### src/dle_timebase.sv
// Constants for the detector level evaluator, and its seconds/day time base.
// Assumes one free-running clock and the asynchronous active-low reset.
`timescale 1ns/1ns

package dle_pkg;

    // ****************************************
    // Sizes
    // ****************************************
    localparam int DET_COUNT = 16;
    localparam int ADDR_W    = 4;
    localparam int PW_W      = 12;
    localparam int AVG_W     = 16;
    localparam int AVG_SHIFT = 4;
    localparam int SENS_W    = 4;
    localparam int IDX_W     = 4;
    localparam int LVL_COUNT = 16;

    // ****************************************
    // Timing
    // ****************************************
    localparam int CLOCK_PERIOD_NS = 10;
    localparam int SECOND_NS       = 1000000000;
    localparam int CYCLES_PER_SEC  = SECOND_NS / CLOCK_PERIOD_NS;
    localparam int DAY_HOURS       = 24;
    localparam int SECONDS_PER_DAY = DAY_HOURS * 3600;
    localparam int SETTLE_S        = 60;
    localparam int SETTLE_W        = 6;
    localparam logic [SETTLE_W-1:0] SETTLE_COUNT = SETTLE_S[SETTLE_W-1:0];

    // ****************************************
    // Thresholds
    // ****************************************
    localparam int PRE_PERCENT  = 67;
    localparam int LOW_PERCENT  = 10;
    localparam int PERCENT_BASE = 100;

    localparam logic [PW_W-1:0] MAINT_SENS_P1 = 12'h490;
    localparam logic [PW_W-1:0] MAINT_SENS_0  = 12'h530;
    localparam logic [PW_W-1:0] MAINT_SENS_M1 = 12'h590;
    localparam logic [PW_W-1:0] MAINT_SENS_M2 = 12'h620;

    localparam logic [PW_W-1:0] PHOTO_NORMAL_LOW = 12'h210;
    localparam logic [PW_W-1:0] HEAT_NORMAL_LOW  = 12'h340;
    localparam logic [PW_W-1:0] PTIR_NORMAL_LOW  = 12'h2F8;
    localparam logic [PW_W-1:0] HPHO_NORMAL_LOW  = 12'h360;

    localparam logic [PW_W-1:0] PTIR_MAINT_LO = 12'h0F0;
    localparam logic [PW_W-1:0] PTIR_MAINT_HI = 12'h160;
    localparam logic [PW_W-1:0] HPHO_MAINT_LO = 12'h0F0;
    localparam logic [PW_W-1:0] HPHO_MAINT_HI = 12'h2B0;

    // ****************************************
    // Reset values
    // ****************************************
    localparam logic [PW_W-1:0]   ALARM_RESET = 12'hFFF;
    localparam logic [PW_W-1:0]   LEVEL_RESET = 12'hFFF;
    localparam logic [SENS_W-1:0] SENS_RESET  = 4'h0;
    localparam logic [IDX_W-1:0]  IDX_RESET   = 4'h1;

    typedef enum logic [2:0] {
        DET_PHOTO,
        DET_ION,
        DET_BEAM,
        DET_HEAT,
        DET_PTIR,
        DET_HPHO
    } dle_det_type_t;

endpackage

module dle_timebase #(
    parameter int CYCLES_PER_SEC  = dle_pkg::CYCLES_PER_SEC,
    parameter int SECONDS_PER_DAY = dle_pkg::SECONDS_PER_DAY
) (
    input  wire logic clock,
    input  wire logic reset_n,
    output logic      sec_tick,
    output logic      day_tick
);

    logic [31:0] cyc_reg;
    logic [31:0] sec_reg;
    logic        wrap_cyc;
    logic        wrap_sec;

    assign wrap_cyc = (cyc_reg == 32'(CYCLES_PER_SEC - 1));
    assign wrap_sec = (sec_reg == 32'(SECONDS_PER_DAY - 1));

    always_ff @(posedge clock or negedge reset_n) begin
        if (!reset_n) begin
            cyc_reg  <= 32'h0;
            sec_reg  <= 32'h0;
            sec_tick <= 1'b0;
            day_tick <= 1'b0;
        end else begin
            cyc_reg  <= wrap_cyc ? 32'h0 : cyc_reg + 32'h1;
            sec_tick <= wrap_cyc;
            day_tick <= wrap_cyc && wrap_sec;
            if (wrap_cyc) begin
                sec_reg <= wrap_sec ? 32'h0 : sec_reg + 32'h1;
            end
        end
    end

endmodule

### src/dle_evaluator.sv
// Per-detector level evaluation: alarm, pre-alarm, maintenance, low trouble.
// Assumes samples and configuration arrive as one-cycle strobes on this clock.

`timescale 1ns/1ns

module dle_evaluator #(
    parameter int CYCLES_PER_SEC  = dle_pkg::CYCLES_PER_SEC,
    parameter int SECONDS_PER_DAY = dle_pkg::SECONDS_PER_DAY
) (
    input  wire logic                          clock,
    input  wire logic                          reset_n,
    input  wire logic                          sample_valid,
    input  wire logic [dle_pkg::ADDR_W-1:0]    sample_addr,
    input  wire logic [dle_pkg::PW_W-1:0]      analog_pulse_width_value,
    input  wire logic                          missing_valid,
    input  wire logic [dle_pkg::ADDR_W-1:0]    missing_addr,
    input  wire logic                          cfg_valid,
    input  wire logic [dle_pkg::ADDR_W-1:0]    cfg_addr,
    input  wire dle_pkg::dle_det_type_t        cfg_type,
    input  wire logic [dle_pkg::PW_W-1:0]      cfg_alarm_threshold_level,
    input  wire logic [dle_pkg::IDX_W-1:0]     cfg_level_index,
    input  wire logic signed [dle_pkg::SENS_W-1:0] cfg_sensitivity,
    input  wire logic                          lvl_valid,
    input  wire logic [dle_pkg::IDX_W-1:0]     lvl_index,
    input  wire logic [dle_pkg::PW_W-1:0]      lvl_value,
    output logic                               result_valid,
    output logic [dle_pkg::ADDR_W-1:0]         result_addr,
    output logic [dle_pkg::PW_W-1:0]           result_value,
    output logic [dle_pkg::PW_W-1:0]           result_clean_air_baseline,
    output logic                               result_alarm,
    output logic                               result_prealarm,
    output logic                               result_maint,
    output logic                               result_low
);

    localparam int N = dle_pkg::DET_COUNT;
    localparam int W = dle_pkg::PW_W;
    localparam int AW = dle_pkg::ADDR_W;

    // ****************************************
    // Storage
    // ****************************************
    dle_pkg::dle_det_type_t              type_reg      [N];
    logic [W-1:0]                        alarm_thr_reg [N];
    logic [dle_pkg::IDX_W-1:0]           idx_reg       [N];
    logic signed [dle_pkg::SENS_W-1:0]   sens_reg      [N];
    logic [W-1:0]                        baseline_reg  [N];
    logic [dle_pkg::AVG_W-1:0]           avg_reg       [N];
    logic [dle_pkg::SETTLE_W-1:0]        settle_reg    [N];
    logic                                present_reg   [N];
    logic                                loaded_reg    [N];
    logic [W-1:0]                        level_reg     [dle_pkg::LVL_COUNT];

    logic sec_tick;
    logic day_tick;

    dle_timebase #(
        .CYCLES_PER_SEC  (CYCLES_PER_SEC),
        .SECONDS_PER_DAY (SECONDS_PER_DAY)
    ) u_timebase (
        .clock    (clock),
        .reset_n  (reset_n),
        .sec_tick (sec_tick),
        .day_tick (day_tick)
    );

    // ****************************************
    // Per-detector state
    // ****************************************
    genvar gi;
    generate
        for (gi = 0; gi < N; gi++) begin : g_det
            logic hit_sample;
            logic hit_cfg;
            logic hit_missing;
            logic do_load;
            logic smoke;
            logic [dle_pkg::AVG_W-1:0] avg_next;

            assign hit_sample  = sample_valid && (sample_addr == AW'(gi));
            assign hit_cfg     = cfg_valid && (cfg_addr == AW'(gi));
            assign hit_missing = missing_valid && (missing_addr == AW'(gi));
            assign do_load     = hit_sample && !loaded_reg[gi]
                                 && (settle_reg[gi] == dle_pkg::SETTLE_COUNT);
            assign smoke       = (type_reg[gi] != dle_pkg::DET_HEAT);
            // Leaky sum: sixteen times the running mean, so a spike moves it little
            assign avg_next    = avg_reg[gi] - (avg_reg[gi] >> dle_pkg::AVG_SHIFT)
                                 + {4'h0, analog_pulse_width_value};

            always_ff @(posedge clock or negedge reset_n) begin
                if (!reset_n) begin
                    type_reg[gi]      <= dle_pkg::DET_PHOTO;
                    alarm_thr_reg[gi] <= dle_pkg::ALARM_RESET;
                    idx_reg[gi]       <= dle_pkg::IDX_RESET;
                    sens_reg[gi]      <= dle_pkg::SENS_RESET;
                end else if (hit_cfg) begin
                    type_reg[gi]      <= cfg_type;
                    alarm_thr_reg[gi] <= cfg_alarm_threshold_level;
                    idx_reg[gi]       <= cfg_level_index;
                    sens_reg[gi]      <= cfg_sensitivity;
                end
            end

            // Missing wins: a sample in the same cycle does not restart power-up
            always_ff @(posedge clock or negedge reset_n) begin
                if (!reset_n) begin
                    present_reg[gi] <= 1'b1;
                    settle_reg[gi]  <= '0;
                    loaded_reg[gi]  <= 1'b0;
                end else if (hit_missing) begin
                    present_reg[gi] <= 1'b0;
                    settle_reg[gi]  <= '0;
                    loaded_reg[gi]  <= 1'b0;
                end else begin
                    if (hit_sample) begin
                        present_reg[gi] <= 1'b1;
                    end
                    if (sec_tick && present_reg[gi]
                        && settle_reg[gi] != dle_pkg::SETTLE_COUNT) begin
                        settle_reg[gi] <= settle_reg[gi] + 6'h1;
                    end
                    if (do_load) begin
                        loaded_reg[gi] <= 1'b1;
                    end
                end
            end

            always_ff @(posedge clock or negedge reset_n) begin
                if (!reset_n) begin
                    baseline_reg[gi] <= '0;
                    avg_reg[gi]      <= '0;
                end else if (do_load) begin
                    baseline_reg[gi] <= analog_pulse_width_value;
                    avg_reg[gi]      <= {analog_pulse_width_value, 4'h0};
                end else begin
                    if (hit_sample && loaded_reg[gi]) begin
                        avg_reg[gi] <= avg_next;
                    end
                    if (day_tick && loaded_reg[gi] && smoke) begin
                        baseline_reg[gi] <= avg_reg[gi][dle_pkg::AVG_W-1:dle_pkg::AVG_SHIFT];
                    end
                end
            end
        end
    endgenerate

    always_ff @(posedge clock or negedge reset_n) begin
        if (!reset_n) begin
            for (int i = 0; i < dle_pkg::LVL_COUNT; i++) begin
                level_reg[i] <= dle_pkg::LEVEL_RESET;
            end
        end else if (lvl_valid) begin
            level_reg[lvl_index] <= lvl_value;
        end
    end

    // ****************************************
    // Evaluation of the addressed detector
    // ****************************************
    dle_pkg::dle_det_type_t            rd_type;
    logic [W-1:0]                      rd_alarm;
    logic [W-1:0]                      rd_base;
    logic [dle_pkg::IDX_W-1:0]         rd_idx;
    logic signed [dle_pkg::SENS_W-1:0] rd_sens;
    logic                              is_variable;
    logic                              is_compensated;
    logic                              is_heat;
    logic                              is_drift_tracked;
    logic [W-1:0]                      gap;
    logic [19:0]                       gap_scaled;
    logic [W-1:0]                      pre_var;
    logic [W-1:0]                      pre_fixed;
    logic                              pre_exists;
    logic [W-1:0]                      pre_thr;
    logic [W-1:0]                      maint_sens;
    logic [W-1:0]                      maint_level;
    logic [W-1:0]                      normal_low;
    logic [W-1:0]                      low_limit;
    logic [W-1:0]                      win_lo;
    logic [W-1:0]                      win_hi;
    logic                              alarm_now;
    logic                              pre_now;
    logic                              maint_drift;
    logic                              maint_jump;
    logic                              maint_now;
    logic                              low_now;
    logic [W-1:0]                      value;

    assign value            = analog_pulse_width_value;
    assign rd_type          = type_reg[sample_addr];
    assign rd_alarm         = alarm_thr_reg[sample_addr];
    assign rd_base          = baseline_reg[sample_addr];
    assign rd_idx           = idx_reg[sample_addr];
    assign rd_sens          = sens_reg[sample_addr];
    assign is_heat          = (rd_type == dle_pkg::DET_HEAT);
    assign is_compensated   = (rd_type == dle_pkg::DET_PTIR) || (rd_type == dle_pkg::DET_HPHO);
    assign is_variable      = !is_compensated;
    assign is_drift_tracked = (rd_type == dle_pkg::DET_PHOTO) || (rd_type == dle_pkg::DET_ION)
                              || (rd_type == dle_pkg::DET_BEAM);

    assign alarm_now   = (value >= rd_alarm);

    // Gap held at zero if the baseline has climbed past the alarm level
    assign gap         = (rd_alarm > rd_base) ? rd_alarm - rd_base : '0;
    assign gap_scaled  = 20'({8'h0, gap} * 20'(dle_pkg::PRE_PERCENT)) / 20'(dle_pkg::PERCENT_BASE);
    assign pre_var     = rd_base + gap_scaled[W-1:0];
    assign pre_fixed   = level_reg[rd_idx - 4'h1];
    assign pre_exists  = is_variable || (rd_idx > 4'h1);
    assign pre_thr     = is_variable ? pre_var : pre_fixed;
    assign pre_now     = pre_exists && (value > pre_thr) && !alarm_now;

    // Larger sensitivity means a lower maintenance level; unlisted settings scale AL
    assign maint_sens  = (rd_sens == 4'sh1)  ? dle_pkg::MAINT_SENS_P1 :
                         (rd_sens == 4'sh0)  ? dle_pkg::MAINT_SENS_0  :
                         (rd_sens == -4'sh1) ? dle_pkg::MAINT_SENS_M1 :
                         (rd_sens == -4'sh2) ? dle_pkg::MAINT_SENS_M2 :
                         rd_alarm - (rd_alarm >> 2) - (rd_alarm >> 3);
    assign maint_level = maint_sens;
    assign maint_drift = is_drift_tracked && (rd_base >= maint_level);
    assign win_lo      = (rd_type == dle_pkg::DET_PTIR) ? dle_pkg::PTIR_MAINT_LO
                                                        : dle_pkg::HPHO_MAINT_LO;
    assign win_hi      = (rd_type == dle_pkg::DET_PTIR) ? dle_pkg::PTIR_MAINT_HI
                                                        : dle_pkg::HPHO_MAINT_HI;
    assign maint_jump  = is_compensated && (value >= win_lo) && (value <= win_hi);
    assign maint_now   = !is_heat && (maint_drift || maint_jump);

    assign normal_low  = (rd_type == dle_pkg::DET_HEAT) ? dle_pkg::HEAT_NORMAL_LOW :
                         (rd_type == dle_pkg::DET_PTIR) ? dle_pkg::PTIR_NORMAL_LOW :
                         (rd_type == dle_pkg::DET_HPHO) ? dle_pkg::HPHO_NORMAL_LOW :
                         dle_pkg::PHOTO_NORMAL_LOW;
    assign low_limit   = W'((20'({8'h0, normal_low}) * 20'(dle_pkg::LOW_PERCENT))
                            / 20'(dle_pkg::PERCENT_BASE));
    assign low_now     = (value < low_limit);

    // ****************************************
    // Result register
    // ****************************************
    always_ff @(posedge clock or negedge reset_n) begin
        if (!reset_n) begin
            result_valid              <= 1'b0;
            result_addr               <= '0;
            result_value              <= '0;
            result_clean_air_baseline <= '0;
            result_alarm              <= 1'b0;
            result_prealarm           <= 1'b0;
            result_maint              <= 1'b0;
            result_low                <= 1'b0;
        end else begin
            result_valid <= sample_valid;
            if (sample_valid) begin
                result_addr               <= sample_addr;
                result_value              <= value;
                result_clean_air_baseline <= rd_base;
                result_alarm              <= alarm_now;
                result_prealarm           <= pre_now;
                result_maint              <= maint_now;
                result_low                <= low_now;
            end
        end
    end
endmodule

### config.mk
export PLATFORM = sky130hd
export DESIGN_NAME = dle_evaluator
export DESIGN_NICKNAME = d
export VERILOG_FILES = /design/src/dle_timebase.sv /design/src/dle_evaluator.sv
export SDC_FILE = /design/constraint.sdc
export NUM_CORES = 2
export LEC_CHECK = 0
export BUFFER_PORTS_ARGS = -buffer_cell sky130_fd_sc_hd__buf_2
export CAP_MARGIN = 30
export CELL_PAD_IN_SITES_DETAIL_PLACEMENT = 1
export CELL_PAD_IN_SITES_GLOBAL_PLACEMENT = 1
export CORE_UTILIZATION = 52
export DETAILED_ROUTE_END_ITERATION = 7
export HOLD_SLACK_MARGIN = 0.05
export PLACE_DENSITY = 0.88
export SETUP_SLACK_MARGIN = 0.15
export SLEW_MARGIN = 30
export SYNTH_ARGS = -nofsm -noshare
export SYNTH_HDL_FRONTEND = slang
export SYNTH_SLANG_ARGS = --single-unit
### constraint.sdc
create_clock -name clock -period 16.75 [get_ports clock]
set_input_delay 3.35 -clock clock [delete_from_list [all_inputs] [get_ports clock]]
set_output_delay 3.35 -clock clock [all_outputs]
set_load 0.01 [all_outputs]
==> impl_metrics.tcl, run 1 <==
set metrics [dict create \
    routabilityCongestion 0.979 \
    top_count_cell_post_synth "sky130_fd_sc_hd__inv_1" \
    std_cell_rows 142 \
    die_x_um 392 \
    ys_top_cells_by_count "sky130_fd_sc_hd__inv_1, sky130_fd_sc_hd__dfrtp_1, sky130_fd_sc_hd__nor2_1" \
    io_pins 102 \
    synthesis.yosys.warnings 0 \
    synth.area.top_cells "sky130_fd_sc_hd__dfrtp_1, sky130_fd_sc_hd__dfstp_2, sky130_fd_sc_hd__mux2_2, sky130_fd_sc_hd__mux4_2, sky130_fd_sc_hd__ha_1" \
    run.stop_error "[ERROR GRT-0232] Routing congestion too high. Check the congestion heatmap in the GUI." \
    total_of_flip_flops_plus_latches_after_synthesis 1235 \
    cts_inserted_buffers 140 \
    status "aborted with a tool error" \
    htreeDepth 4 \
    hold_bufs_at_cts 0 \
    post_synth.cell_area_avg_um2 10.3 \
    worst_endpoint_type "register input" \
    ys_async_sr_fraction 1.00 \
    grt_remaining_overflow 9 \
    pin_count_of_the_biggest_net_entering_global_routing 169 \
    globalRouteTotalUtil 0.646 \
    max_root_sink_buffers 3 \
    synth_area_um2 79100 \
    seq_area_frac_synth 0.398 \
    io_buffer_count 101 \
    synthDistinctLibCells 113 \
    hpwl_um 202000 \
    cell_type_with_the_highest_aggregate_area_in_the_netlist "sky130_fd_sc_hd__dfrtp_1" \
    synth-edff-count 0 \
    detailed_place.area_um2 84700 \
    start_util 0.526 \
    stop_stage "5_1_grt" \
    clock_sink_count 1235 \
    synthesis.instances 7679 \
    globalroute.repair_timing.worst_endpoint "result_prealarm$_DFFE_PN0P_/D" \
    mappedNetlistNets 8373 \
    dieHeight_um 392 \
    cts-root-buf "sky130_fd_sc_hd__clkbuf_16" \
    synth_top_cell_area_share 0.259 \
    ys_dominant_reg_cell "sky130_fd_sc_hd__dfrtp_1" \
]
-- metal layers --
| layer | GRT usage | overflow |
|---|---|---|
| met1 | 0.626 | 1 |
| met2 | 0.810 | 2 |
| met3 | 0.502 | 0 |
| met4 | 0.641 | 6 |
| met5 | 0.342 | 0 |
-- repair_timing --
| action | 4_1_cts |
|---|---|
| endpoints found under the setup margin | 1 |
| cloned | 6 |
| gates resized for setup | 180 |
| pin swaps | 118 |
| buffers inserted | 67 |
-- cells by family after synthesis --
family | share of synthesized area
xor gates and xnor gates | 0.0492
DFF | 0.398
other | 0.0000474
muxes | 0.157
and+or+nand+nor | 0.100
buffers and inverters | 0.0591
adders and majority gates | 0.119
AOI/OAI and AO/OA | 0.118
-- through the flow --
stage | cells | hold slack (ns) | worst slack [ns]
floorplan | 7679 | 0.433 | -1.86
global placement | 9875 | 0.450 | -2.01
detailed placement | 9876 | 0.462 | -2.49
CTS | 10200 | 0.492 | -0.891
==> inputs of run 2 (changes only) <==
CELL_PAD_IN_SITES_DETAIL_PLACEMENT = default   (was 1)
CELL_PAD_IN_SITES_GLOBAL_PLACEMENT = default   (was 1)
CORE_UTILIZATION = 40   (was 52)
HOLD_SLACK_MARGIN = default   (was 0.05)
PLACE_DENSITY = default   (was 0.88)
PLACE_DENSITY_LB_ADDON = 0.15   (was default)
SETUP_SLACK_MARGIN = default   (was 0.15)
==> run 2 against run 1 <==
The flow now finishes, with violations (setup timing). Area after synthesis is the same. Synthesized cell count stayed put.
==> impl_metrics.tcl, run 2 <==
set metrics [dict create \
    status "complete, but fails checks" \
    failed_checks "setup timing" \
    clock_sink_count 1235 \
    synthesis.yosys.warnings 0 \
    die_x_um 447 \
    timing.final.max_slew_violations 0 \
    globalRouteTotalUtil 0.238 \
    worstSetupEndpointType "flop" \
    total_of_flip_flops_plus_latches_after_synthesis 1235 \
    routabilityCongestion 0.898 \
    final_util 0.469 \
    start_util 0.404 \
    final_layout_fill_cell_count 18200 \
    pin_count_of_the_biggest_net_entering_global_routing 160 \
    design.die.area_um2 199000 \
    cts_inserted_buffers 148 \
    io_buffer_count 101 \
    std_cell_rows 162 \
    post_drt_wl_per_cell_um 21.8 \
    drcViolationCount 0 \
    dr.pass1.iters 6 \
    timing.clock.skew_ns 0.0523 \
    antenna_violating_nets_post_route 0 \
    mappedNetlistNets 8373 \
    final_cell_mix "sky130_fd_sc_hd__inv_1, sky130_fd_sc_hd__dfrtp_1, sky130_fd_sc_hd__nor2_1" \
    cp_max_fo 8 \
    holdCritPathClass "reg2reg" \
    final_net_count 8744 \
    largest_register_ffs 256 \
    htreeDepth 4 \
    grt_antenna_before_repair 16 \
    final-setup-viol-count 1 \
    hold_viol 0 \
    ys_async_sr_fraction 1.00 \
    critPathArrivalTime_ns 18.32 \
    rsz0062_at_grt "true" \
    synthDistinctLibCells 113 \
    cts-root-buf "sky130_fd_sc_hd__clkbuf_16" \
    hpwl_um 162000 \
    io_pins 102 \
    post_synth.cell_area_avg_um2 10.3 \
    post-route-worst-setup-slack_ns -0.900 \
    synth.area.top_cells "sky130_fd_sc_hd__dfrtp_1, sky130_fd_sc_hd__dfstp_2, sky130_fd_sc_hd__mux2_2, sky130_fd_sc_hd__mux4_2, sky130_fd_sc_hd__ha_1" \
    crit_slowest_cell "sky130_fd_sc_hd__mux4_2" \
    post-route-period-util 1.05 \
    ys_dominant_reg_cell "sky130_fd_sc_hd__dfrtp_1" \
    path_clk_slew_ns 0.06 \
    cell_type_with_the_highest_aggregate_area_in_the_netlist "sky130_fd_sc_hd__dfrtp_1" \
    final-instance-count-excl-fill 10800 \
    grt_pass1_vias 58300 \
    synth-edff-count 0 \
    routed_wl_um 236000 \
    routed_via_density 5.40 \
    fmaxAchievable_ghz 0.0567 \
    fp.coreArea_um2 196000 \
    mostFrequentLayoutCell "sky130_fd_sc_hd__inv_1" \
    cap_viol_max_count 0 \
    dieHeight_um 447 \
    ys_top_cells_by_count "sky130_fd_sc_hd__inv_1, sky130_fd_sc_hd__dfrtp_1, sky130_fd_sc_hd__nor2_1" \
    hold_bufs_at_cts 0 \
    period_needed_ns 17.65 \
    max_root_sink_buffers 3 \
    area_delta_synth_final_pct 16.0 \
    drive_gt1_frac 0.281 \
    top_count_cell_post_synth "sky130_fd_sc_hd__inv_1" \
    cp_slowest_stage_delay_ns 0.59 \
    timing_worst_slew_pin_value_ns 1.06 \
    grt_first_pass_wirelength_um 362000 \
    synthesis.instances 7679 \
    drtIter0Drc 4124 \
    synth_area_um2 79100 \
    synth_top_cell_area_share 0.259 \
    crit_type "in2reg" \
    clk_latency_ns 0.84 \
    seq_area_frac_synth 0.398 \
    critPathRequiredTime_ns 17.42 \
    slew_headroom 0.291 \
    grt_remaining_overflow 0 \
    crit_path_start_kind "input port" \
    post-place-cells 10500 \
    tritoncts "built" \
    num_vias 58400 \
]
run 2: repair_timing:
item / 4_1_cts / 5_1_grt
gates resized for setup: 70 / 63
setup endpoints to repair: 1 / 1
pin swaps: 27 / 59
buffers inserted: 15 / 12
gates cloned: 1 / 1
run 2: cell type report:
class                   count  area [um2]  area share
diodes                      5        12.5    0.000136
clock inverters            48         713     0.00777
flip-flops and latches   1235       31400       0.343
well taps                2624        3280      0.0358
inverters                 880        3310      0.0361
clock buffers             226        4360      0.0475
multi-input cells        5206       44100       0.481
repair buffers            579        4500      0.0491
run 2: per-stage QoR:
step	hold slack, ns	setup TNS [ns]	worst slack (ns)	instance area [um2]
after floorplan	0.433	-1.86	-1.86	79800
after global placement	0.453	-1.99	-1.99	85400
after detailed placement	0.456	-2.21	-2.21	85600
after CTS	0.469	-0.847	-0.847	91100
after global routing	0.490	-1.65	-1.65	91700
final	0.471	-0.900	-0.900	91700
run 2: layer usage:
metal  global-route usage  share of wire  vias to the layer above
li1                     -              -                    27100
met1                0.323           0.45                    29600
met2                0.390           0.47                     1250
met3               0.0318          0.044                      375
met4               0.0789          0.034                        4
met5                    0        0.00013                        -
run 2: cells by family (layout without fill, tap and decap cells):
family	after synthesis	after routing	share of synthesized area
simple gates	1794	1794	0.100
compound gates	1469	1469	0.118
buf+inv	1238	1733	0.0591
flops	1235	1235	0.398
mux	869	869	0.157
fa+ha+maj	630	630	0.119
xor+xnor	443	443	0.0492
other cells	1	6	0.0000474
run 2: final timing paths:
check,startpoint,to,slack (ns),cells past startpoint
min in group asynchronous,reset_n,avg_reg[22],2.51,1
hold / removal,baseline_reg[112],baseline_reg[112],0.47,2
setup reg to reg,baseline_reg[168],result_prealarm,1.43,68
max in group asynchronous,reset_n,sens_reg[1],11.62,4
setup / recovery,sample_addr[0],result_prealarm,-0.90,69
hold reg to reg,baseline_reg[112],baseline_reg[112],0.47,2
run 2: worst max-delay path, delay by kind of cell:
| family | cells | cell delay [ns] |
|---|---|---|
| AO/OA/AOI/OAI | 37 | 7.41 |
| AND/OR/NAND/NOR | 9 | 1.66 |
| multiplexers | 4 | 1.70 |
| adder cells (fa/ha/maj) | 10 | 2.98 |
| buffers and inverters | 8 | 1.00 |
| XOR/XNOR | 1 | 0.14 |
Power of run 2 is not shown: default switching activity piles up to over one toggle a cycle in this logic, so the estimate is an artifact.
